===== src/rtl/line_ctrl_defines.vh =====
`ifndef LINE_CTRL_DEFINES_VH
`define LINE_CTRL_DEFINES_VH

// system clock rate in MHz
`define SYS_CLK_MHZ 200
// least width of the combined loop select pulse that counts as a reset, in ns
`define RST_MIN_NS 1000
// least reset pulse in system clock cycles, rounded up
`define RST_MIN_CYC ((`RST_MIN_NS * `SYS_CLK_MHZ + 999) / 1000)
// width of the reset pulse counter
`define RST_CNT_W 8
// bit periods of low amplitude before receive loss is shown
`define RX_LOS_BITS 32
// transmit clock cycles without a line mark before transmit loss is shown
`define TX_LOS_CYC 32
// width of both loss counters
`define LOS_CNT_W 6

// line length code that selects the 2048 kbit/s mode
`define LEN_CEPT 3'h0
// line length code after power-on
`define LEN_RST 3'h0
// t1 mode flag after power-on (cept)
`define T1_RST 1'h0

// bit positions in the synchronised pin vector
`define PIN_RX_CLK 0
`define PIN_TX_CLK 1
`define PIN_RX_A 2
`define PIN_RX_B 3
`define PIN_TEST_P 4
`define PIN_TEST_N 5
`define PIN_TXD_P 6
`define PIN_TXD_N 7
`define PIN_LOCAL 8
`define PIN_REMOTE 9
`define PIN_LEN0 10
`define PIN_LEN1 11
`define PIN_LEN2 12
`define PIN_SEL_N 13
`define PIN_RX_LOW 14
`define PIN_SENSE_A 15
`define PIN_SENSE_B 16
`define PIN_MODE 17
`define PIN_COUNT 18

`endif


===== src/rtl/word_buffer2.v =====
`timescale 1ns/100ps
// two-entry buffer with valid and ready on both sides
module word_buffer2 #(
    parameter WIDTH = 2
) (
    // clock and reset
    input wire clk_i,
    input wire rst_n_i,
    // filling side
    input wire in_valid_i,
    output wire in_ready_o,
    input wire [WIDTH-1:0] in_data_i,
    // draining side
    output wire out_valid_o,
    input wire out_ready_i,
    output wire [WIDTH-1:0] out_data_o
);

    reg [WIDTH-1:0] mem0; // entry at the head
    reg [WIDTH-1:0] mem1; // entry behind the head
    reg [1:0] count; // number of words held

    wire push; // word taken in
    wire pop; // word handed out

    assign in_ready_o = (count != 2'h2);
    assign out_valid_o = (count != 2'h0);
    assign out_data_o = mem0;
    assign push = in_valid_i && in_ready_o;
    assign pop = out_valid_o && out_ready_i;

    // storage and fill count; head shifts forward on a pop
    always @(posedge clk_i or negedge rst_n_i) begin
        if (!rst_n_i) begin
            mem0 <= {WIDTH{1'b0}};
            mem1 <= {WIDTH{1'b0}};
            count <= 2'h0;
        end else begin
            case ({push, pop})
                2'b10: begin
                    // push only
                    if (count == 2'h0) begin
                        mem0 <= in_data_i;
                    end else begin
                        mem1 <= in_data_i;
                    end
                    count <= count + 2'h1;
                end
                2'b01: begin
                    // pop only
                    mem0 <= mem1;
                    count <= count - 2'h1;
                end
                2'b11: begin
                    // both: new word goes where the head will be
                    if (count == 2'h1) begin
                        mem0 <= in_data_i;
                    end else begin
                        mem0 <= mem1;
                        mem1 <= in_data_i;
                    end
                end
                default: begin
                    // idle
                    count <= count;
                end
            endcase
        end
    end

endmodule


===== src/rtl/line_interface_ctrl.v =====
// Behaviour
// - local loop cuts receiver off line inputs
// - local loop feeds receiver from test inputs
// - local loop keeps transmit data on line
// - local loop selected by high local select
// - remote loop sends recovered data to transmitter
// - remote loop keeps receive outputs and clock
// - remote loop ignores transmit data inputs
// - remote loop selected by high remote select
// - five control inputs qualified by select line
// - controls captured on select rising edge
// - low amplitude 32 bits forces rails high
// - mode high drives receive loss high
// - mode low shows transmit loss after 32
// - power-on leaves device in cept mode
// - reset starts on falling edge of pulse
// - code zero cept, nonzero t1 with length
// - dual-rail data lines are active low
// - mode low puts losses on oscillator pins
`timescale 1ns/100ps
`include "line_ctrl_defines.vh"
module line_interface_ctrl (
    // clock and reset
    input wire clk_i,
    input wire rst_n_i,
    // link clocks, sampled
    input wire rx_clk_i,
    input wire tx_clk_i,
    // line receive marks and receive level comparator
    input wire rx_line_a_i,
    input wire rx_line_b_i,
    input wire rx_level_low_i,
    // loopback test inputs, active low
    input wire test_in_pos_i,
    input wire test_in_neg_i,
    // transmit dual-rail data, active low
    input wire tx_data_pos_n_i,
    input wire tx_data_neg_n_i,
    // transmit driver sense
    input wire tx_sense_a_i,
    input wire tx_sense_b_i,
    // control port
    input wire local_loop_sel_i,
    input wire remote_loop_sel_i,
    input wire line_len_sel0_i,
    input wire line_len_sel1_i,
    input wire line_len_sel2_i,
    input wire ctrl_latch_sel_n_i,
    input wire mode_i,
    // receive dual-rail side toward the framer
    output reg rx_data_pos_n_o,
    output reg rx_data_neg_n_o,
    output reg recovered_clk_o,
    output wire rx_valid_o,
    input wire rx_ready_i,
    // line transmit marks
    output reg tx_line_a_o,
    output reg tx_line_b_o,
    // loss indications on the oscillator pins
    output wire rx_sig_loss_n_o,
    output wire tx_sig_loss_n_o,
    // configuration state
    output reg t1_mode_o,
    output reg [2:0] line_len_o,
    output wire local_loop_o,
    output wire remote_loop_o,
    output reg reset_done_o
);

    // synchroniser stages for every pin from outside except the framer ready
    wire [`PIN_COUNT-1:0] pins_raw; // raw pin vector
    reg [`PIN_COUNT-1:0] pins_meta; // first stage, read only by the second
    reg [`PIN_COUNT-1:0] pins_sync; // second stage
    reg [`PIN_COUNT-1:0] pins_last; // previous synchronised value

    assign pins_raw[`PIN_RX_CLK] = rx_clk_i;
    assign pins_raw[`PIN_TX_CLK] = tx_clk_i;
    assign pins_raw[`PIN_RX_A] = rx_line_a_i;
    assign pins_raw[`PIN_RX_B] = rx_line_b_i;
    assign pins_raw[`PIN_TEST_P] = test_in_pos_i;
    assign pins_raw[`PIN_TEST_N] = test_in_neg_i;
    assign pins_raw[`PIN_TXD_P] = tx_data_pos_n_i;
    assign pins_raw[`PIN_TXD_N] = tx_data_neg_n_i;
    assign pins_raw[`PIN_LOCAL] = local_loop_sel_i;
    assign pins_raw[`PIN_REMOTE] = remote_loop_sel_i;
    assign pins_raw[`PIN_LEN0] = line_len_sel0_i;
    assign pins_raw[`PIN_LEN1] = line_len_sel1_i;
    assign pins_raw[`PIN_LEN2] = line_len_sel2_i;
    assign pins_raw[`PIN_SEL_N] = ctrl_latch_sel_n_i;
    assign pins_raw[`PIN_RX_LOW] = rx_level_low_i;
    assign pins_raw[`PIN_SENSE_A] = tx_sense_a_i;
    assign pins_raw[`PIN_SENSE_B] = tx_sense_b_i;
    assign pins_raw[`PIN_MODE] = mode_i;

    // two flip-flops per pin, then a history stage for edge finding
    genvar gi;
    generate
        for (gi = 0; gi < `PIN_COUNT; gi = gi + 1) begin : g_sync
            always @(posedge clk_i or negedge rst_n_i) begin
                if (!rst_n_i) begin
                    pins_meta[gi] <= 1'b0;
                    pins_sync[gi] <= 1'b0;
                    pins_last[gi] <= 1'b0;
                end else begin
                    pins_meta[gi] <= pins_raw[gi];
                    pins_sync[gi] <= pins_meta[gi];
                    pins_last[gi] <= pins_sync[gi];
                end
            end
        end
    endgenerate

    // link clock edges seen on the system clock
    wire rx_edge; // rising edge of the recovered clock
    wire tx_edge; // rising edge of the transmit clock
    assign rx_edge = pins_sync[`PIN_RX_CLK] && !pins_last[`PIN_RX_CLK];
    assign tx_edge = pins_sync[`PIN_TX_CLK] && !pins_last[`PIN_TX_CLK];

    // ------------------------------------------------------------ control port
    wire sel_n; // synchronised select, active low
    wire sel_rise; // select returning high
    reg [4:0] ctrl_held; // latched {len2,len1,len0,remote,local}
    wire [4:0] ctrl_live; // pins as they stand
    wire [4:0] ctrl_eff; // control in force

    assign sel_n = pins_sync[`PIN_SEL_N];
    assign sel_rise = sel_n && !pins_last[`PIN_SEL_N];
    assign ctrl_live = {pins_sync[`PIN_LEN2], pins_sync[`PIN_LEN1], pins_sync[`PIN_LEN0],
                        pins_sync[`PIN_REMOTE], pins_sync[`PIN_LOCAL]};

    // latch the levels standing just before select rose
    always @(posedge clk_i or negedge rst_n_i) begin
        if (!rst_n_i) begin
            ctrl_held <= 5'h00;
        end else if (sel_rise) begin
            ctrl_held <= {pins_last[`PIN_LEN2], pins_last[`PIN_LEN1], pins_last[`PIN_LEN0],
                          pins_last[`PIN_REMOTE], pins_last[`PIN_LOCAL]};
        end
    end

    // select low is transparent; select high holds the latched copy
    assign ctrl_eff = sel_n ? ctrl_held : ctrl_live;

    wire loc_req; // local select in force
    wire rem_req; // remote select in force
    wire both_req; // both selects high: reset request
    assign loc_req = ctrl_eff[0];
    assign rem_req = ctrl_eff[1];
    assign both_req = loc_req && rem_req;
    // a reset request is no loopback request
    assign local_loop_o = loc_req && !both_req;
    assign remote_loop_o = rem_req && !both_req;

    // ------------------------------------------------------------ reset pulse
    reg [`RST_CNT_W-1:0] rst_cnt; // cycles of the combined high pulse
    reg both_last; // combined request one cycle ago
    reg [2:0] len_at_pulse; // length code standing with the pulse
    wire pulse_fall; // combined pulse ended
    wire pulse_long; // pulse reached the least width
    localparam integer RST_MIN_FULL = `RST_MIN_CYC; // least pulse width, full integer
    localparam [`RST_CNT_W-1:0] RST_MIN = RST_MIN_FULL[`RST_CNT_W-1:0]; // cut to counter width

    assign pulse_fall = both_last && !both_req;
    assign pulse_long = (rst_cnt >= RST_MIN);

    // measure the pulse, saturating at the least width
    always @(posedge clk_i or negedge rst_n_i) begin
        if (!rst_n_i) begin
            rst_cnt <= {`RST_CNT_W{1'b0}};
            both_last <= 1'b0;
            len_at_pulse <= `LEN_RST;
        end else begin
            both_last <= both_req;
            if (both_req) begin
                len_at_pulse <= ctrl_eff[4:2];
                if (!pulse_long) begin
                    rst_cnt <= rst_cnt + {{(`RST_CNT_W-1){1'b0}}, 1'b1};
                end
            end else begin
                rst_cnt <= {`RST_CNT_W{1'b0}};
            end
        end
    end

    // operating mode: cept after power-on, reloaded by a valid reset
    always @(posedge clk_i or negedge rst_n_i) begin
        if (!rst_n_i) begin
            t1_mode_o <= `T1_RST;
            line_len_o <= `LEN_RST;
            reset_done_o <= 1'b0;
        end else begin
            reset_done_o <= 1'b0;
            // short pulses fall through without effect
            if (pulse_fall && pulse_long) begin
                t1_mode_o <= (len_at_pulse != `LEN_CEPT);
                line_len_o <= len_at_pulse;
                reset_done_o <= 1'b1;
            end
        end
    end

    // ------------------------------------------------------------ receive path
    reg rx_mark_a; // receiver input mark, positive rail
    reg rx_mark_b; // receiver input mark, negative rail
    wire src_a; // receiver source, positive
    wire src_b; // receiver source, negative

    // local loop swaps the line for the active low test inputs
    assign src_a = local_loop_o ? !pins_sync[`PIN_TEST_P] : pins_sync[`PIN_RX_A];
    assign src_b = local_loop_o ? !pins_sync[`PIN_TEST_N] : pins_sync[`PIN_RX_B];

    // sample a bit on every recovered clock edge, stalled while the buffer is full
    reg samp_valid; // sampled word waiting for the buffer
    wire buf_in_ready; // buffer has room
    always @(posedge clk_i or negedge rst_n_i) begin
        if (!rst_n_i) begin
            rx_mark_a <= 1'b0;
            rx_mark_b <= 1'b0;
            samp_valid <= 1'b0;
        end else if (rx_edge && (!samp_valid || buf_in_ready)) begin
            rx_mark_a <= src_a;
            rx_mark_b <= src_b;
            samp_valid <= 1'b1;
        end else if (buf_in_ready) begin
            samp_valid <= 1'b0;
        end
    end

    // receive loss: count bit periods with low amplitude
    reg [`LOS_CNT_W-1:0] rx_los_cnt; // bit periods below threshold
    reg rx_loss; // receive loss in force
    always @(posedge clk_i or negedge rst_n_i) begin
        if (!rst_n_i) begin
            rx_los_cnt <= {`LOS_CNT_W{1'b0}};
            rx_loss <= 1'b0;
        end else if (!pins_sync[`PIN_RX_LOW]) begin
            rx_los_cnt <= {`LOS_CNT_W{1'b0}};
            rx_loss <= 1'b0;
        end else if (rx_edge && !rx_loss) begin
            rx_los_cnt <= rx_los_cnt + {{(`LOS_CNT_W-1){1'b0}}, 1'b1};
            if (rx_los_cnt == (`RX_LOS_BITS - 1)) begin
                rx_loss <= 1'b1;
            end
        end
    end

    // two-entry buffer toward the framer
    wire [1:0] buf_data; // {neg, pos} marks
    wire buf_valid; // word waiting for the framer
    word_buffer2 #(
        .WIDTH(2)
    ) u_rx_buf (
        .clk_i(clk_i),
        .rst_n_i(rst_n_i),
        .in_valid_i(samp_valid),
        .in_ready_o(buf_in_ready),
        .in_data_i({rx_mark_b, rx_mark_a}),
        .out_valid_o(buf_valid),
        .out_ready_i(rx_ready_i),
        .out_data_o(buf_data)
    );
    assign rx_valid_o = buf_valid;

    // output rails and clock, same in normal mode and remote loop
    always @(posedge clk_i or negedge rst_n_i) begin
        if (!rst_n_i) begin
            rx_data_pos_n_o <= 1'b1;
            rx_data_neg_n_o <= 1'b1;
            recovered_clk_o <= 1'b0;
        end else begin
            recovered_clk_o <= pins_sync[`PIN_RX_CLK];
            if (rx_loss) begin
                // both rails inactive together
                rx_data_pos_n_o <= 1'b1;
                rx_data_neg_n_o <= 1'b1;
            end else if (buf_valid && rx_ready_i) begin
                rx_data_pos_n_o <= !buf_data[0];
                rx_data_neg_n_o <= !buf_data[1];
            end
        end
    end

    // ------------------------------------------------------------ transmit path
    // one mark per transmit clock edge; remote loop takes the recovered bits
    always @(posedge clk_i or negedge rst_n_i) begin
        if (!rst_n_i) begin
            tx_line_a_o <= 1'b0;
            tx_line_b_o <= 1'b0;
        end else if (tx_edge) begin
            if (remote_loop_o) begin
                tx_line_a_o <= rx_mark_a;
                tx_line_b_o <= rx_mark_b;
            end else begin
                tx_line_a_o <= !pins_sync[`PIN_TXD_P];
                tx_line_b_o <= !pins_sync[`PIN_TXD_N];
            end
        end
    end

    // transmit loss: count transmit clock cycles with no sensed mark
    reg [`LOS_CNT_W-1:0] tx_los_cnt; // cycles without a mark
    reg tx_loss; // transmit loss in force
    wire tx_mark_seen; // driver sense shows a mark
    assign tx_mark_seen = pins_sync[`PIN_SENSE_A] || pins_sync[`PIN_SENSE_B];
    always @(posedge clk_i or negedge rst_n_i) begin
        if (!rst_n_i) begin
            tx_los_cnt <= {`LOS_CNT_W{1'b0}};
            tx_loss <= 1'b0;
        end else if (tx_mark_seen) begin
            tx_los_cnt <= {`LOS_CNT_W{1'b0}};
            tx_loss <= 1'b0;
        end else if (tx_edge && !tx_loss) begin
            tx_los_cnt <= tx_los_cnt + {{(`LOS_CNT_W-1){1'b0}}, 1'b1};
            if (tx_los_cnt == (`TX_LOS_CYC - 1)) begin
                tx_loss <= 1'b1;
            end
        end
    end

    // oscillator pins carry the indications only with the mode pin low
    assign rx_sig_loss_n_o = pins_sync[`PIN_MODE] ? 1'b1 : !rx_loss;
    assign tx_sig_loss_n_o = pins_sync[`PIN_MODE] ? 1'b1 : !tx_loss;

endmodule


===== config.mk =====
export PLATFORM = sky130hd
export DESIGN_NAME = line_interface_ctrl
export DESIGN_NICKNAME = d
export VERILOG_FILES = /design/src/rtl/word_buffer2.v /design/src/rtl/line_interface_ctrl.v
export VERILOG_INCLUDE_DIRS = /design/src /design/src/rtl
export SDC_FILE = /design/constraint.sdc
export NUM_CORES = 1
export LEC_CHECK = 0
export BUFFER_PORTS_ARGS = -buffer_cell sky130_fd_sc_hd__buf_4
export CAP_MARGIN = 20
export CORE_MARGIN = 2
export CORE_UTILIZATION = 45
export DETAILED_ROUTE_END_ITERATION = 8
export PLACE_DENSITY = 0.65
export SLEW_MARGIN = 10
export SYNTH_ARGS = -nofsm -noshare
export SYNTH_HDL_FRONTEND = slang
export SYNTH_SLANG_ARGS = --single-unit

===== constraint.sdc =====
create_clock -name clk_i -period 2.9 [get_ports clk_i]
set_clock_uncertainty 0.05 [all_clocks]
set_input_delay 0.145 -clock clk_i [delete_from_list [all_inputs] [get_ports clk_i]]
set_output_delay 0.145 -clock clk_i [all_outputs]
set_load 0.02 [all_outputs]

# Yosys cells after proc, flatten, opt, wreduce, memory -nomap -nowiden
# Index checks and enable logic that the tools add are counted.
[op_classes]
shift = 0
bitwise_logic = 0
mux = 33
n_lt_le_gt_ge = 1
addsub = 5
n_eq_ne = 13
n_mul = 0
div = 0
reduce_logical = 42
[op_table]
columns = ["op", "count"]
rows = [
  ["6-bit 2-to-1 mux", 4],
  ["1-bit 2-to-1 mux", 19],
  ["8-bit 2-to-1 mux", 2],
  ["2-bit nonzero test", 7],
  ["1-bit logical AND", 13],
  ["1-bit zero test", 13],
  ["6-bit by 1-bit adder with 6-bit output, second input constant", 2],
  ["6-bit by 5-bit == test with 1-bit output, second input constant", 2],
  ["8-bit by 1-bit adder with 8-bit output, second input constant", 1],
  ["8-bit greater-or-equal comparator, second input constant", 1],
  ["2-bit 2-to-1 mux", 4],
  ["2-bit != test, second input constant", 4],
  ["2-bit one-hot mux with 2 select lines", 2],
  ["2-bit by 1-bit != test with 1-bit output, second input constant", 3],
  ["2-bit one-hot mux with 3 select lines", 1],
  ["2-bit AND reduction", 3],
  ["3-bit nonzero test", 2],
  ["5-bit 2-to-1 mux", 1],
  ["2-bit by 1-bit == test with 1-bit output, second input constant", 2],
  ["2-bit == test, second input constant", 2],
  ["3-bit AND reduction", 1],
  ["2-bit by 1-bit adder with 2-bit output, second input constant", 1],
  ["2-bit zero test", 1],
  ["1-bit logical OR", 2],
  ["2-bit by 1-bit subtractor with 2-bit output, second input constant", 1],
]
[totals]
ff_bits = 93
mem_count = 0
out_inout_bits = 15
latch_bits = 0
ram_bits = 0
word_cells = 159
input_bits = 21
mem_bits_ro = 0

# Depth between registers and ports, before layout
# Gate-level depths: netlist of run 1.
[depth]
word_depth = 6
mapped_depth = 9
ltp_nobuf = 8

# Hierarchy
# From an unflattened synthesis of run 1, not the netlist that was laid out.
[hier_totals]
hier_cells = 295
area_unflattened_um2 = 3706.1
[modules_own_cells]
columns = ["mod", "cells_each", "area_per_inst_um2", "n_inst", "seq_area_each_um2"]
rows = [
  ["line_interface_ctrl", 244, 3221.8, 1, 2179.6],
  ["word_buffer2", 51, 484.2, 1, 150.1],
]

# Least setup slack after synthesis of run 1
# Ideal clock, no wire load.
[synth_path]
kind = "register to register"
from = "register u_rx_buf.count[0]"
to = "register u_rx_buf.mem1[1]"
path_stages_with_launch = 10
arrival_ns = 1.810
t_required_ns = 2.710
setup_time_ns = 0.140
synth_period_minus_slack_ns = 2.000
slack_ns = 0.900
n_path_buf = 1
path_cell_list = "dfrtp_1 -> inv_1 -> ha_1 -> nand2b_1 -> buf_2 -> inv_1 -> ha_1 -> inv_1 -> a2111oi_0 -> a211oi_1"
[synth_between]
elab_chain_cells = 5
[synth_lines]
columns = ["item", "line", "source"]
rows = [
  ["start, declared", "word_buffer2.v:21", "reg [1:0] count;"],
  ["start signal, assigned", "word_buffer2.v:47", "count <= count + 2'h1;"],
  ["start signal, assigned", "word_buffer2.v:52", "count <= count - 2'h1;"],
  ["start signal, assigned", "word_buffer2.v:65", "count <= count;"],
  ["2-bit != test / 2-bit nonzero test (equally long branches)", "word_buffer2.v:26, word_buffer2.v:27", ""],
  ["1-bit logical AND, on equally long branches", "word_buffer2.v:29, word_buffer2.v:30", ""],
  ["2-bit == test", "word_buffer2.v:39", "case ({push, pop})"],
  ["2-bit != test (no line) / 2-bit nonzero test (equally long branches)", "-", ""],
  ["3-bit AND reduction (no line)", "-", ""],
  ["end signal, assigned", "word_buffer2.v:36", "mem1 <= {WIDTH{1'b0}};"],
  ["end signal, assigned", "word_buffer2.v:45", "mem1 <= in_data_i;"],
  ["end signal, assigned", "word_buffer2.v:60", "mem1 <= in_data_i;"],
  ["end, declared", "word_buffer2.v:20", "reg [WIDTH-1:0] mem1;"],
]
# Several ways; a longest one is shown, not always the timed one.
# A chain may end at the register's enable or synchronous reset.

# Worst setup path after layout of run 1
# Same ends and word-level chain as after synthesis.

==> results of run 1 <==
report_power, final:
| part | internal, mW | switching (mW) | leakage [nW] |
|---|---|---|---|
| Sequential | 1.43 | 0.0999 | 1.14 |
| Combinational | 0.252 | 0.288 | 0.746 |
| Clock | 0.501 | 0.463 | 0.114 |
layout by cell type, fill, tap and decap left out, drive strengths merged, types with 6 or more instances in the layout:
| master | instances |
|---|---|
| ha | 11 |
| o21ai | 16 |
| clkbuf | 10 |
| nand2b | 6 |
| nor2 | 11 |
| nand3 | 9 |
| o31ai | 6 |
| a21oi | 19 |
| buf | 37 |
| mux2 | 9 |
| inv | 16 |
| dfrtp | 91 |
| nand2 | 20 |
| or3 | 8 |
| dlygate4sd3 | 19 |
metal layers:
metal	vias up	wire, µm	part of all wire [%]	GRT usage, %
li1	1162	-	-	-
met2	50	3010	48	26.0
met3	12	250	4.0	4.90
met5	-	0	0	0
met4	0	110	1.8	4.95
met1	1171	2880	46	20.5
layout make-up:
type / instances / area, µm²
fill: 662 / 3350
sequential: 93 / 2330
inverter: 12 / 45.0
timing repair buffer: 56 / 468
multi-input combinational: 182 / 1260
clock buffer: 10 / 128
tap: 102 / 128
clock inverter: 6 / 97.6
registers in the layout (all words and copies together), names as in the netlist, 2 cells and up:
register	cells
u_rx_buf.count	2
u_rx_buf.mem1	2
tx_los_cnt	6
rst_cnt	8
ctrl_live	5
line_len_o	3
pins_sync	12
u_rx_buf.out_data_o	2
rx_los_cnt	6
ctrl_held	5
len_at_pulse	3
pins_last	7
pins_meta	18
per-stage QoR:
step	setup slack, ps	std cells
6_report	590	461
5_1_grt	316	461
4_1_cts	599	461
3_5_place_dp	616	426
3_3_place_gp	759	426
2_1_floorplan	900	291
kinds of logic after synthesis:
group	after synthesis	share of synthesized area (%)
flip-flops	93	63.7
AND/OR/NAND/NOR	89	14.8
AO/OA/AOI/OAI	65	11.2
buffers and inverters	16	1.74
multiplexers	12	3.59
adder cells (fa/ha/maj)	11	3.76
XOR/XNOR	5	1.20
how the worst max path moves through the flow:
| stage | end | slack, ps | cells after the start |
|---|---|---|---|
| detailed placement | u_rx_buf.mem1[1] | 620 | 8 |
| floorplan | u_rx_buf.mem1[1] | 900 | 9 |
| finish | u_rx_buf.mem1[1] | 590 | 8 |
| global route | u_rx_buf.mem1[1] | 320 | 8 |
| CTS | u_rx_buf.mem1[1] | 600 | 8 |
| global placement | u_rx_buf.mem1[1] | 760 | 8 |
==> run_summary.xml, run 1 <==
<?xml version="1.0" encoding="UTF-8"?>
<metrics>
  <group name="hold_path">
    <metric name="worst_hold_path_type" unit="">in2async</metric>
  </group>
  <group name="detailed_routing">
    <metric name="dr_total_vias" unit="">2395</metric>
    <metric name="ant_nets" unit="">0</metric>
    <metric name="drt-initial-drc-count" unit="">84</metric>
    <metric name="route.detailed.wl_per_inst" unit="µm">13.6</metric>
    <metric name="routed_via_density" unit="">5.20</metric>
    <metric name="drt-pass1-iter-count" unit="">4</metric>
    <metric name="detail_route.drc_violations" unit="">0</metric>
    <metric name="drt_wl_total" unit="µm">6250</metric>
  </group>
  <group name="clock_network">
    <metric name="tritoncts" unit="">done</metric>
    <metric name="numClockSinks" unit="">93</metric>
    <metric name="clk_pin_slew" unit="ps">90</metric>
    <metric name="post_cts.repair.setup_buffers" unit="">0</metric>
    <metric name="clock_insertion_delay_worst_skew" unit="ps">360</metric>
    <metric name="cts.htree.levels" unit="">3</metric>
    <metric name="cts_buffer_depth" unit="">2</metric>
    <metric name="ctsHoldBuffers" unit="">19</metric>
    <metric name="post_cts_resize_count" unit="">0</metric>
    <metric name="cts-buffers-inserted" unit="">9</metric>
    <metric name="cts_root_buf" unit="">clkbuf_8</metric>
  </group>
  <group name="place">
    <metric name="placedInstanceArea" unit="mm²">0.00405</metric>
    <metric name="place_hpwl" unit="µm">4380</metric>
    <metric name="port_buffers" unit="">35</metric>
    <metric name="place_congestion" unit="">0.851</metric>
  </group>
  <group name="floorplanning">
    <metric name="core.rowCount" unit="">32</metric>
    <metric name="initial_utilization" unit="%">46.9</metric>
    <metric name="floorplan.die.height" unit="µm">94.2</metric>
    <metric name="floorplan.die_area" unit="mm²">0.00887</metric>
    <metric name="floorplan.die.width" unit="µm">94.2</metric>
    <metric name="core_box_area" unit="mm²">0.00781</metric>
    <metric name="ioPinCount" unit="">36</metric>
  </group>
  <group name="sta">
    <metric name="timing.slew.headroom" unit="%">50.3</metric>
    <metric name="fmax" unit="GHz">0.433</metric>
    <metric name="finalHoldViolations" unit="">0</metric>
    <metric name="final_hold_slack" unit="ps">288</metric>
    <metric name="period_needed" unit="ps">2310</metric>
    <metric name="grt_setup_unrepaired" unit="">no</metric>
    <metric name="worstMarginPinSlew" unit="ps">736</metric>
    <metric name="finalSetupViolCount" unit="">0</metric>
    <metric name="final-max-slew-violation-count" unit="">0</metric>
    <metric name="final.period_utilization" unit="%">79.7</metric>
    <metric name="fin_tns_setup" unit="ps">0</metric>
  </group>
  <group name="setup_path">
    <metric name="critical_path.max_stage_delay" unit="ps">410</metric>
    <metric name="critPathMaxFanout" unit="">9</metric>
    <metric name="crit_path_start_kind" unit="">register</metric>
    <metric name="cp_top_family" unit="">adder cells</metric>
    <metric name="worst_path_class_setup" unit="">reg2reg</metric>
    <metric name="worst_r2r_startpoint" unit="">u_rx_buf.count[0]</metric>
    <metric name="crit_path_end_kind" unit="">register</metric>
    <metric name="reg2regPathDepth" unit="">8</metric>
    <metric name="crit_path_cell_trace" unit="">inv_1 -&gt; ha_1 -&gt; nand2b_1 -&gt; inv_1 -&gt; ha_1 -&gt; inv_1 -&gt; a2111oi_0 -&gt; a211oi_1</metric>
    <metric name="data_required_time_of_the_worst_path" unit="ps">3070</metric>
    <metric name="r2r_end" unit="">u_rx_buf.mem1[1]</metric>
    <metric name="path_buf_inv" unit="">3</metric>
    <metric name="crit_path_frequent_cell" unit="">inv_1</metric>
    <metric name="cpMaxStageDelayCell" unit="">dfrtp_1</metric>
    <metric name="reg2reg_setup_slack" unit="ps">590</metric>
    <metric name="worstPathArrival" unit="ps">2480</metric>
    <metric name="worstSetupStartpoint" unit="">u_rx_buf.count[0]</metric>
  </group>
  <group name="synthesis">
    <metric name="post_synth_cell_types" unit="">47</metric>
    <metric name="synth.ff_latch_count" unit="">93</metric>
    <metric name="yosysMostFrequentCell" unit="">dfrtp_1</metric>
    <metric name="netlist_area" unit="mm²">0.00366</metric>
    <metric name="synth.area.top_cells" unit="">dfrtp_1 62%, ha_1 3.8%, mux2_2 2.8%</metric>
    <metric name="synth_async_sr_flop_share" unit="%">100</metric>
    <metric name="yosys_warnings" unit="">0</metric>
    <metric name="post_synth_inst_count" unit="">291</metric>
    <metric name="synth_common_cells" unit="">91 x dfrtp_1, 20 x nand2_1, 19 x a21oi_1</metric>
    <metric name="mappedNetlistNets" unit="">323</metric>
    <metric name="yosys.area.top_type_share" unit="%">62.2</metric>
    <metric name="synth_top_cell_by_area" unit="">dfrtp_1</metric>
    <metric name="synth.yosys.seq_area_share" unit="%">63.7</metric>
    <metric name="avgSynthCellArea" unit="µm²">12.6</metric>
    <metric name="postSynth.topFlopCell" unit="">dfrtp_1</metric>
    <metric name="synth_edf_count" unit="">0</metric>
  </group>
  <group name="final_layout">
    <metric name="nets" unit="">386</metric>
    <metric name="postLayoutCoreUtil" unit="%">57.1</metric>
    <metric name="layout-drive-gt1-share" unit="%">20.3</metric>
    <metric name="layout-area-overhead-vs-synth" unit="%">21.9</metric>
    <metric name="final_cell_area" unit="mm²">0.00446</metric>
    <metric name="diodes" unit="">0</metric>
  </group>
  <group name="grt">
    <metric name="grt_start_max_net_pins" unit="">51</metric>
    <metric name="grt_pass1_vias" unit="">2381</metric>
    <metric name="grt_util_all_layers" unit="%">15.9</metric>
    <metric name="initial_antenna_violation_count" unit="">0</metric>
    <metric name="grt-ovfl-total" unit="">0</metric>
    <metric name="grt_first_pass_wirelength" unit="µm">11000</metric>
  </group>
  <group name="run_status">
    <metric name="run_status" unit="">complete, no violations</metric>
  </group>
  <group name="power">
    <metric name="post_layout_total_power" unit="mW">3.04</metric>
    <metric name="p_leak" unit="nW">2.00</metric>
    <metric name="power.ir.vdd_worst" unit="V">0.000378</metric>
    <metric name="power.density_cell_area" unit="mW/mm²">681</metric>
  </group>
  <group name="flow_run">
    <metric name="max_cap_violations" unit="">0</metric>
  </group>
</metrics>
Note: power is estimated with default switching activity, not from simulation.
==> run 2, diff against run 1 <==
--- a/config.mk
+++ b/config.mk
@@ -11,7 +11,7 @@
 export CORE_MARGIN = 2
 export CORE_UTILIZATION = 45
 export DETAILED_ROUTE_END_ITERATION = 8
-export PLACE_DENSITY = 0.65
+export PLACE_DENSITY = 0.68
 export SLEW_MARGIN = 10
 export SYNTH_ARGS = -nofsm -noshare
 export SYNTH_HDL_FRONTEND = slang
==> constraint.sdc (replaced) <==
create_clock -name clk_i -period 2 [get_ports clk_i]
set_clock_uncertainty 0.05 [all_clocks]
set_input_delay 0.1 -clock clk_i [delete_from_list [all_inputs] [get_ports clk_i]]
set_output_delay 0.1 -clock clk_i [all_outputs]
set_load 0.02 [all_outputs]
==> run_summary.xml, run 2 (synthesized netlist as in run 1, its figures left out) <==
<?xml version="1.0" encoding="UTF-8"?>
<metrics>
  <group name="clock_network">
    <metric name="clock_insertion_delay_worst_skew" unit="ps">370</metric>
    <metric name="cts_root_buf" unit="">clkbuf_8</metric>
    <metric name="numClockSinks" unit="">93</metric>
    <metric name="tritoncts" unit="">done</metric>
    <metric name="clk_pin_slew" unit="ps">90</metric>
    <metric name="cts_buffer_depth" unit="">2</metric>
    <metric name="cts.htree.levels" unit="">3</metric>
    <metric name="cts-buffers-inserted" unit="">9</metric>
  </group>
  <group name="setup_path">
    <metric name="crit_path_end_kind" unit="">register</metric>
    <metric name="reg2regPathDepth" unit="">8</metric>
    <metric name="crit_path_frequent_cell" unit="">inv_1</metric>
    <metric name="critPathMaxFanout" unit="">5</metric>
    <metric name="critical_path.max_stage_delay" unit="ps">380</metric>
    <metric name="worst_path_class_setup" unit="">reg2reg</metric>
    <metric name="crit_path_start_kind" unit="">register</metric>
    <metric name="worstPathArrival" unit="ps">2090</metric>
    <metric name="data_required_time_of_the_worst_path" unit="ps">2180</metric>
    <metric name="crit_path_cell_trace" unit="">inv_1 -&gt; ha_1 -&gt; nand2b_1 -&gt; inv_1 -&gt; ha_1 -&gt; inv_1 -&gt; a2111oi_1 -&gt; a211oi_1</metric>
    <metric name="cpMaxStageDelayCell" unit="">dfrtp_1</metric>
    <metric name="worst_r2r_startpoint" unit="">u_rx_buf.count[0]</metric>
    <metric name="reg2reg_setup_slack" unit="ps">100</metric>
    <metric name="r2r_end" unit="">u_rx_buf.mem1[1]</metric>
  </group>
  <group name="sta">
    <metric name="timing.slew.headroom" unit="%">51.4</metric>
    <metric name="finalHoldViolations" unit="">0</metric>
    <metric name="finalSetupViolCount" unit="">0</metric>
    <metric name="worstMarginPinSlew" unit="ps">720</metric>
    <metric name="fmax" unit="GHz">0.525</metric>
    <metric name="final.period_utilization" unit="%">95.2</metric>
    <metric name="fin_tns_setup" unit="ps">0</metric>
    <metric name="final-max-slew-violation-count" unit="">0</metric>
    <metric name="grt_setup_unrepaired" unit="">yes</metric>
    <metric name="period_needed" unit="ps">1900</metric>
  </group>
  <group name="final_layout">
    <metric name="layout.cells.most_common" unit="">dfrtp_1</metric>
    <metric name="diodes" unit="">0</metric>
    <metric name="most_flop_heavy_register" unit="">pins_meta</metric>
    <metric name="number_of_flip_flops_under_the_largest_register_name" unit="">18</metric>
    <metric name="nets" unit="">391</metric>
    <metric name="layout.cells.most_common_list" unit="">91 x dfrtp_1, 41 x buf_4, 20 x nand2_1, 19 x a21oi_1, 19 x dlygate4sd3_1</metric>
    <metric name="layout-drive-gt1-share" unit="%">22.0</metric>
    <metric name="reg_top3" unit="">pins_meta x18, pins_sync x12, rst_cnt x8</metric>
    <metric name="layout-area-overhead-vs-synth" unit="%">22.9</metric>
  </group>
  <group name="power">
    <metric name="power.ir.vdd_worst" unit="V">0.000488</metric>
    <metric name="p_leak" unit="nW">2.02</metric>
    <metric name="power.density_cell_area" unit="mW/mm²">963</metric>
    <metric name="post_layout_total_power" unit="mW">4.33</metric>
  </group>
  <group name="hold_path">
    <metric name="hold_path_depth" unit="">4</metric>
    <metric name="worst_hold_path_type" unit="">in2reg</metric>
    <metric name="min_from" unit="">rx_ready_i</metric>
    <metric name="hold_path_end" unit="">u_rx_buf.out_data_o[0]</metric>
  </group>
  <group name="grt">
    <metric name="grt_util_all_layers" unit="%">16.6</metric>
    <metric name="grt_start_max_net_pins" unit="">41</metric>
    <metric name="grt_first_pass_wirelength" unit="µm">11300</metric>
    <metric name="grt-ovfl-total" unit="">0</metric>
    <metric name="initial_antenna_violation_count" unit="">0</metric>
    <metric name="grt_pass1_vias" unit="">2511</metric>
  </group>
  <group name="floorplanning">
    <metric name="floorplan.die_area" unit="mm²">0.00887</metric>
    <metric name="initial_utilization" unit="%">46.9</metric>
    <metric name="floorplan.die.height" unit="µm">94.2</metric>
    <metric name="core_box_area" unit="mm²">0.00781</metric>
    <metric name="ioPinCount" unit="">36</metric>
    <metric name="core.rowCount" unit="">32</metric>
    <metric name="floorplan.die.width" unit="µm">94.2</metric>
  </group>
  <group name="detailed_routing">
    <metric name="routed_via_density" unit="">5.15</metric>
    <metric name="ant_nets" unit="">0</metric>
    <metric name="detail_route.drc_violations" unit="">0</metric>
    <metric name="drt-pass1-iter-count" unit="">5</metric>
    <metric name="drt_wl_total" unit="µm">6200</metric>
    <metric name="drt-initial-drc-count" unit="">94</metric>
    <metric name="route.detailed.wl_per_inst" unit="µm">13.3</metric>
    <metric name="dr_total_vias" unit="">2399</metric>
  </group>
  <group name="flow_run">
    <metric name="max_cap_violations" unit="">0</metric>
  </group>
  <group name="place">
    <metric name="port_buffers" unit="">35</metric>
    <metric name="place_hpwl" unit="µm">4300</metric>
    <metric name="place_congestion" unit="">0.812</metric>
  </group>
  <group name="run_status">
    <metric name="run_status" unit="">complete, no violations</metric>
  </group>
</metrics>
[run 2: worst max path at each step]
stage	start	endpoint	cells after the start
2_1_floorplan	u_rx_buf.count[0]	u_rx_buf.mem1[1]	9
3_3_place_gp	u_rx_buf.count[0]	u_rx_buf.mem1[1]	8
3_5_place_dp	u_rx_buf.count[0]	u_rx_buf.mem1[1]	8
4_1_cts	u_rx_buf.count[0]	u_rx_buf.mem1[1]	8
5_1_grt	u_rx_buf.count[0]	u_rx_buf.mem1[0]	8
6_report	u_rx_buf.count[0]	u_rx_buf.mem1[1]	8
[run 2: area by class of cell]
| class | count | area [µm²] |
|---|---|---|
| clock buffers | 9 | 124 |
| clock inverters | 7 | 82.6 |
| fillers | 654 | 3310 |
| inverters | 12 | 45.0 |
| multi-input cells | 182 | 1270 |
| flip-flops and latches | 93 | 2330 |
| well taps | 102 | 128 |
| repair buffers | 61 | 518 |
[run 2: per-layer routing]
metal	part of all wire [%]	track usage (%)	up-vias
li1	-	-	1175
met4	2.1	6.76	0
met5	0	0	-
met1	45	20.3	1163
met3	4.0	5.30	12
met2	49	27.2	49
[run 2: through the flow]
stage          utilization, %  instance area, µm²  hold slack (ps)  cells  setup slack (ps)
2_1_floorplan               -                3660             -246    291             0.126
3_3_place_gp             52.4                4090             60.9    430               160
3_5_place_dp             52.4                4090             66.7    430              38.6
4_1_cts                  57.4                4480              104    465              31.0
5_1_grt                  57.6                4500              155    466             -65.0
6_report                 57.6                4500              131    466              97.0
[run 2: what timing repair did]
| action | in CTS | in global routing |
|---|---|---|
| setup buffers | 0 | 1 |
| resized for setup | 0 | 2 |
| endpoints found under the hold margin | 54 | 0 |
| setup endpoints to repair | 0 | 4 |
| hold buffers | 19 | 0 |
[run 2: power by group]
part | total [mW] | internal [mW] | switching, mW
Clock | 1.27 | 0.599 | 0.670
Sequential | 2.22 | 2.08 | 0.139
Combinational | 0.840 | 0.413 | 0.427
[run 2: worst max-delay path: cells and delay by family, from the launching register on]
| kind | cells | cell delay, ps |
|---|---|---|
| AO/OA/AOI/OAI | 2 | 430 |
| buffers and inverters | 3 | 270 |
| AND/OR/NAND/NOR | 1 | 210 |
| adder cells (fa/ha/maj) | 2 | 440 |
| flip-flops | 1 | 380 |
==> run 3, diff against run 2 <==
--- a/config.mk
+++ b/config.mk
@@ -11,6 +11,7 @@
 export CORE_MARGIN = 2
 export CORE_UTILIZATION = 45
 export DETAILED_ROUTE_END_ITERATION = 8
+export MAX_ROUTING_LAYER = met4
 export PLACE_DENSITY = 0.68
 export SLEW_MARGIN = 10
 export SYNTH_ARGS = -nofsm -noshare
==> run_summary.xml, run 3 (synthesized netlist as in run 1, its figures left out) <==
<?xml version="1.0" encoding="UTF-8"?>
<metrics>
  <group name="sta">
    <metric name="final-max-slew-violation-count" unit="">0</metric>
    <metric name="final_hold_slack" unit="ps">131</metric>
    <metric name="finalHoldViolations" unit="">0</metric>
    <metric name="fmax" unit="GHz">0.527</metric>
    <metric name="grt_setup_unrepaired" unit="">yes</metric>
    <metric name="final.period_utilization" unit="%">94.8</metric>
    <metric name="timing.slew.headroom" unit="%">50.4</metric>
    <metric name="period_needed" unit="ps">1900</metric>
    <metric name="finalSetupViolCount" unit="">0</metric>
    <metric name="fin_ws" unit="ps">104</metric>
    <metric name="fin_tns_setup" unit="ps">0</metric>
    <metric name="worstMarginPinSlew" unit="ps">735</metric>
  </group>
  <group name="setup_path">
    <metric name="critical_path.max_stage_delay" unit="ps">380</metric>
    <metric name="data_required_time_of_the_worst_path" unit="ps">2180</metric>
    <metric name="crit_path_start_kind" unit="">register</metric>
    <metric name="crit_path_frequent_cell" unit="">inv_1</metric>
    <metric name="crit_path_cell_trace" unit="">inv_1 -&gt; ha_1 -&gt; nand2b_1 -&gt; inv_1 -&gt; ha_1 -&gt; inv_1 -&gt; a2111oi_1 -&gt; a211oi_1</metric>
    <metric name="path_buf_inv" unit="">3</metric>
    <metric name="critPathMaxFanout" unit="">5</metric>
    <metric name="cpMaxStageDelayCell" unit="">dfrtp_1</metric>
    <metric name="reg2reg_setup_slack" unit="ps">100</metric>
    <metric name="cp_num_cells" unit="">8</metric>
    <metric name="reg2regPathDepth" unit="">8</metric>
    <metric name="worst_setup_path_endpoint" unit="">u_rx_buf.mem1[1]</metric>
    <metric name="crit_path_end_kind" unit="">register</metric>
    <metric name="worst_r2r_startpoint" unit="">u_rx_buf.count[0]</metric>
    <metric name="worst_path_class_setup" unit="">reg2reg</metric>
    <metric name="worstPathArrival" unit="ps">2080</metric>
    <metric name="r2r_end" unit="">u_rx_buf.mem1[1]</metric>
    <metric name="worstSetupStartpoint" unit="">u_rx_buf.count[0]</metric>
    <metric name="cp_top_family" unit="">adder cells</metric>
  </group>
  <group name="final_layout">
    <metric name="layout-drive-gt1-share" unit="%">22.0</metric>
    <metric name="layout.cells.most_common_list" unit="">91 x dfrtp_1, 41 x buf_4, 20 x nand2_1, 19 x a21oi_1, 19 x dlygate4sd3_1</metric>
    <metric name="layout.cells.most_common" unit="">dfrtp_1</metric>
    <metric name="reg_top3" unit="">pins_meta x18, pins_sync x12, rst_cnt x8</metric>
    <metric name="filler_cell_count" unit="">654</metric>
    <metric name="most_flop_heavy_register" unit="">pins_meta</metric>
    <metric name="nets" unit="">391</metric>
    <metric name="diodes" unit="">0</metric>
    <metric name="number_of_flip_flops_under_the_largest_register_name" unit="">18</metric>
    <metric name="layout-area-overhead-vs-synth" unit="%">22.9</metric>
  </group>
  <group name="detailed_routing">
    <metric name="routed_via_density" unit="">5.14</metric>
    <metric name="route.detailed.wl_per_inst" unit="µm">13.3</metric>
    <metric name="drt-initial-drc-count" unit="">87</metric>
    <metric name="drt_wl_total" unit="µm">6200</metric>
    <metric name="dr_total_vias" unit="">2394</metric>
    <metric name="drt-pass1-iter-count" unit="">7</metric>
    <metric name="detail_route.drc_violations" unit="">0</metric>
    <metric name="ant_nets" unit="">0</metric>
  </group>
  <group name="grt">
    <metric name="grt_util_all_layers" unit="%">17.0</metric>
    <metric name="grt_pass1_vias" unit="">2511</metric>
    <metric name="grt_first_pass_wirelength" unit="µm">11200</metric>
    <metric name="grt-ovfl-total" unit="">0</metric>
    <metric name="initial_antenna_violation_count" unit="">0</metric>
    <metric name="grt_start_max_net_pins" unit="">41</metric>
  </group>
  <group name="flow_run">
    <metric name="max_cap_violations" unit="">0</metric>
  </group>
  <group name="run_status">
    <metric name="run_status" unit="">complete, no violations</metric>
  </group>
  <group name="floorplanning">
    <metric name="initial_utilization" unit="%">46.9</metric>
    <metric name="ioPinCount" unit="">36</metric>
    <metric name="floorplan.die_area" unit="mm²">0.00887</metric>
    <metric name="floorplan.die.width" unit="µm">94.2</metric>
    <metric name="core.rowCount" unit="">32</metric>
    <metric name="core_box_area" unit="mm²">0.00781</metric>
    <metric name="floorplan.die.height" unit="µm">94.2</metric>
  </group>
  <group name="power">
    <metric name="p_leak" unit="nW">2.02</metric>
    <metric name="power.ir.vdd_worst" unit="V">0.000488</metric>
    <metric name="power.density_cell_area" unit="mW/mm²">961</metric>
  </group>
  <group name="hold_path">
    <metric name="worst_hold_path_type" unit="">in2reg</metric>
  </group>
  <group name="place">
    <metric name="place_hpwl" unit="µm">4300</metric>
    <metric name="place_congestion" unit="">0.824</metric>
    <metric name="placement.setup.worst_slack" unit="ps">38.6</metric>
    <metric name="port_buffers" unit="">35</metric>
  </group>
  <group name="clock_network">
    <metric name="cts_root_buf" unit="">clkbuf_8</metric>
    <metric name="cts.htree.levels" unit="">3</metric>
    <metric name="clock_insertion_delay_worst_skew" unit="ps">370</metric>
    <metric name="tritoncts" unit="">done</metric>
    <metric name="cts_buffer_depth" unit="">2</metric>
    <metric name="numClockSinks" unit="">93</metric>
    <metric name="cts-buffers-inserted" unit="">9</metric>
    <metric name="clk_pin_slew" unit="ps">90</metric>
  </group>
</metrics>
-- run 3: cell counts in the layout (fill, tap and decap cells not counted) --
No cell type changed its count.
-- run 3: worst min-delay path, stage by stage --
cell and delay (ps):
buf_4 80, nand2b_1 100, o21ai_0 130, a31oi_1 90
-- run 3: how the worst min path moves through the flow --
stage,from,cells after the start,endpoint
after floorplan,rst_n_i,0,both_last
final,rx_ready_i,4,u_rx_buf.out_data_o[0]
after detailed placement,rst_n_i,1,pins_sync[17]
after global placement,rst_n_i,1,pins_sync[17]
after global routing,rx_ready_i,4,u_rx_buf.out_data_o[0]
after CTS,rx_ready_i,4,u_rx_buf.out_data_o[0]
-- run 3: where the power goes --
| group | leakage, nW | internal [mW] | total, mW | switching (mW) |
|---|---|---|---|---|
| Combinational | 0.774 | 0.413 | 0.841 | 0.428 |
| Clock | 0.104 | 0.599 | 1.26 | 0.665 |
| Sequential | 1.14 | 2.08 | 2.22 | 0.139 |
| Total | 2.02 | 3.09 | 4.32 | 1.23 |
-- run 3: what timing repair did --
action,in CTS,in global routing
gates resized for setup,0,2
hold buffers,19,0
hold endpoints to repair,54,0
buffers inserted,0,1
setup endpoints to repair,0,4
-- run 3: metrics by stage --
stage	cells	instance area, µm²	utilization [%]	power, mW
floorplan	291	3660	-	2.75
global placement	430	4090	52.4	3.03
detailed placement	430	4090	52.4	3.06
CTS	465	4480	57.4	4.38
global route	466	4500	57.6	4.61
finish	466	4500	57.6	4.32
-- run 3: layout make-up --
type / instances / area [µm²] / area share, %
Sequential cell: 93 / 2330 / 51.8
Multi-Input combinational cell: 182 / 1270 / 28.2
Clock buffer: 9 / 124 / 2.76
Inverter: 12 / 45.0 / 1.00
Clock inverter: 7 / 82.6 / 1.84
Timing Repair Buffer: 61 / 518 / 11.5
Tap cell: 102 / 128 / 2.84
-- run 3: per-layer routing --
metal  up-vias  track usage (%)  routed length [µm]
met5         -                -                   0
met4         0             6.76                 122
met3        12             5.30                 249
met2        44             27.1                3090
met1      1161             20.3                2740
li1       1177                -                   -
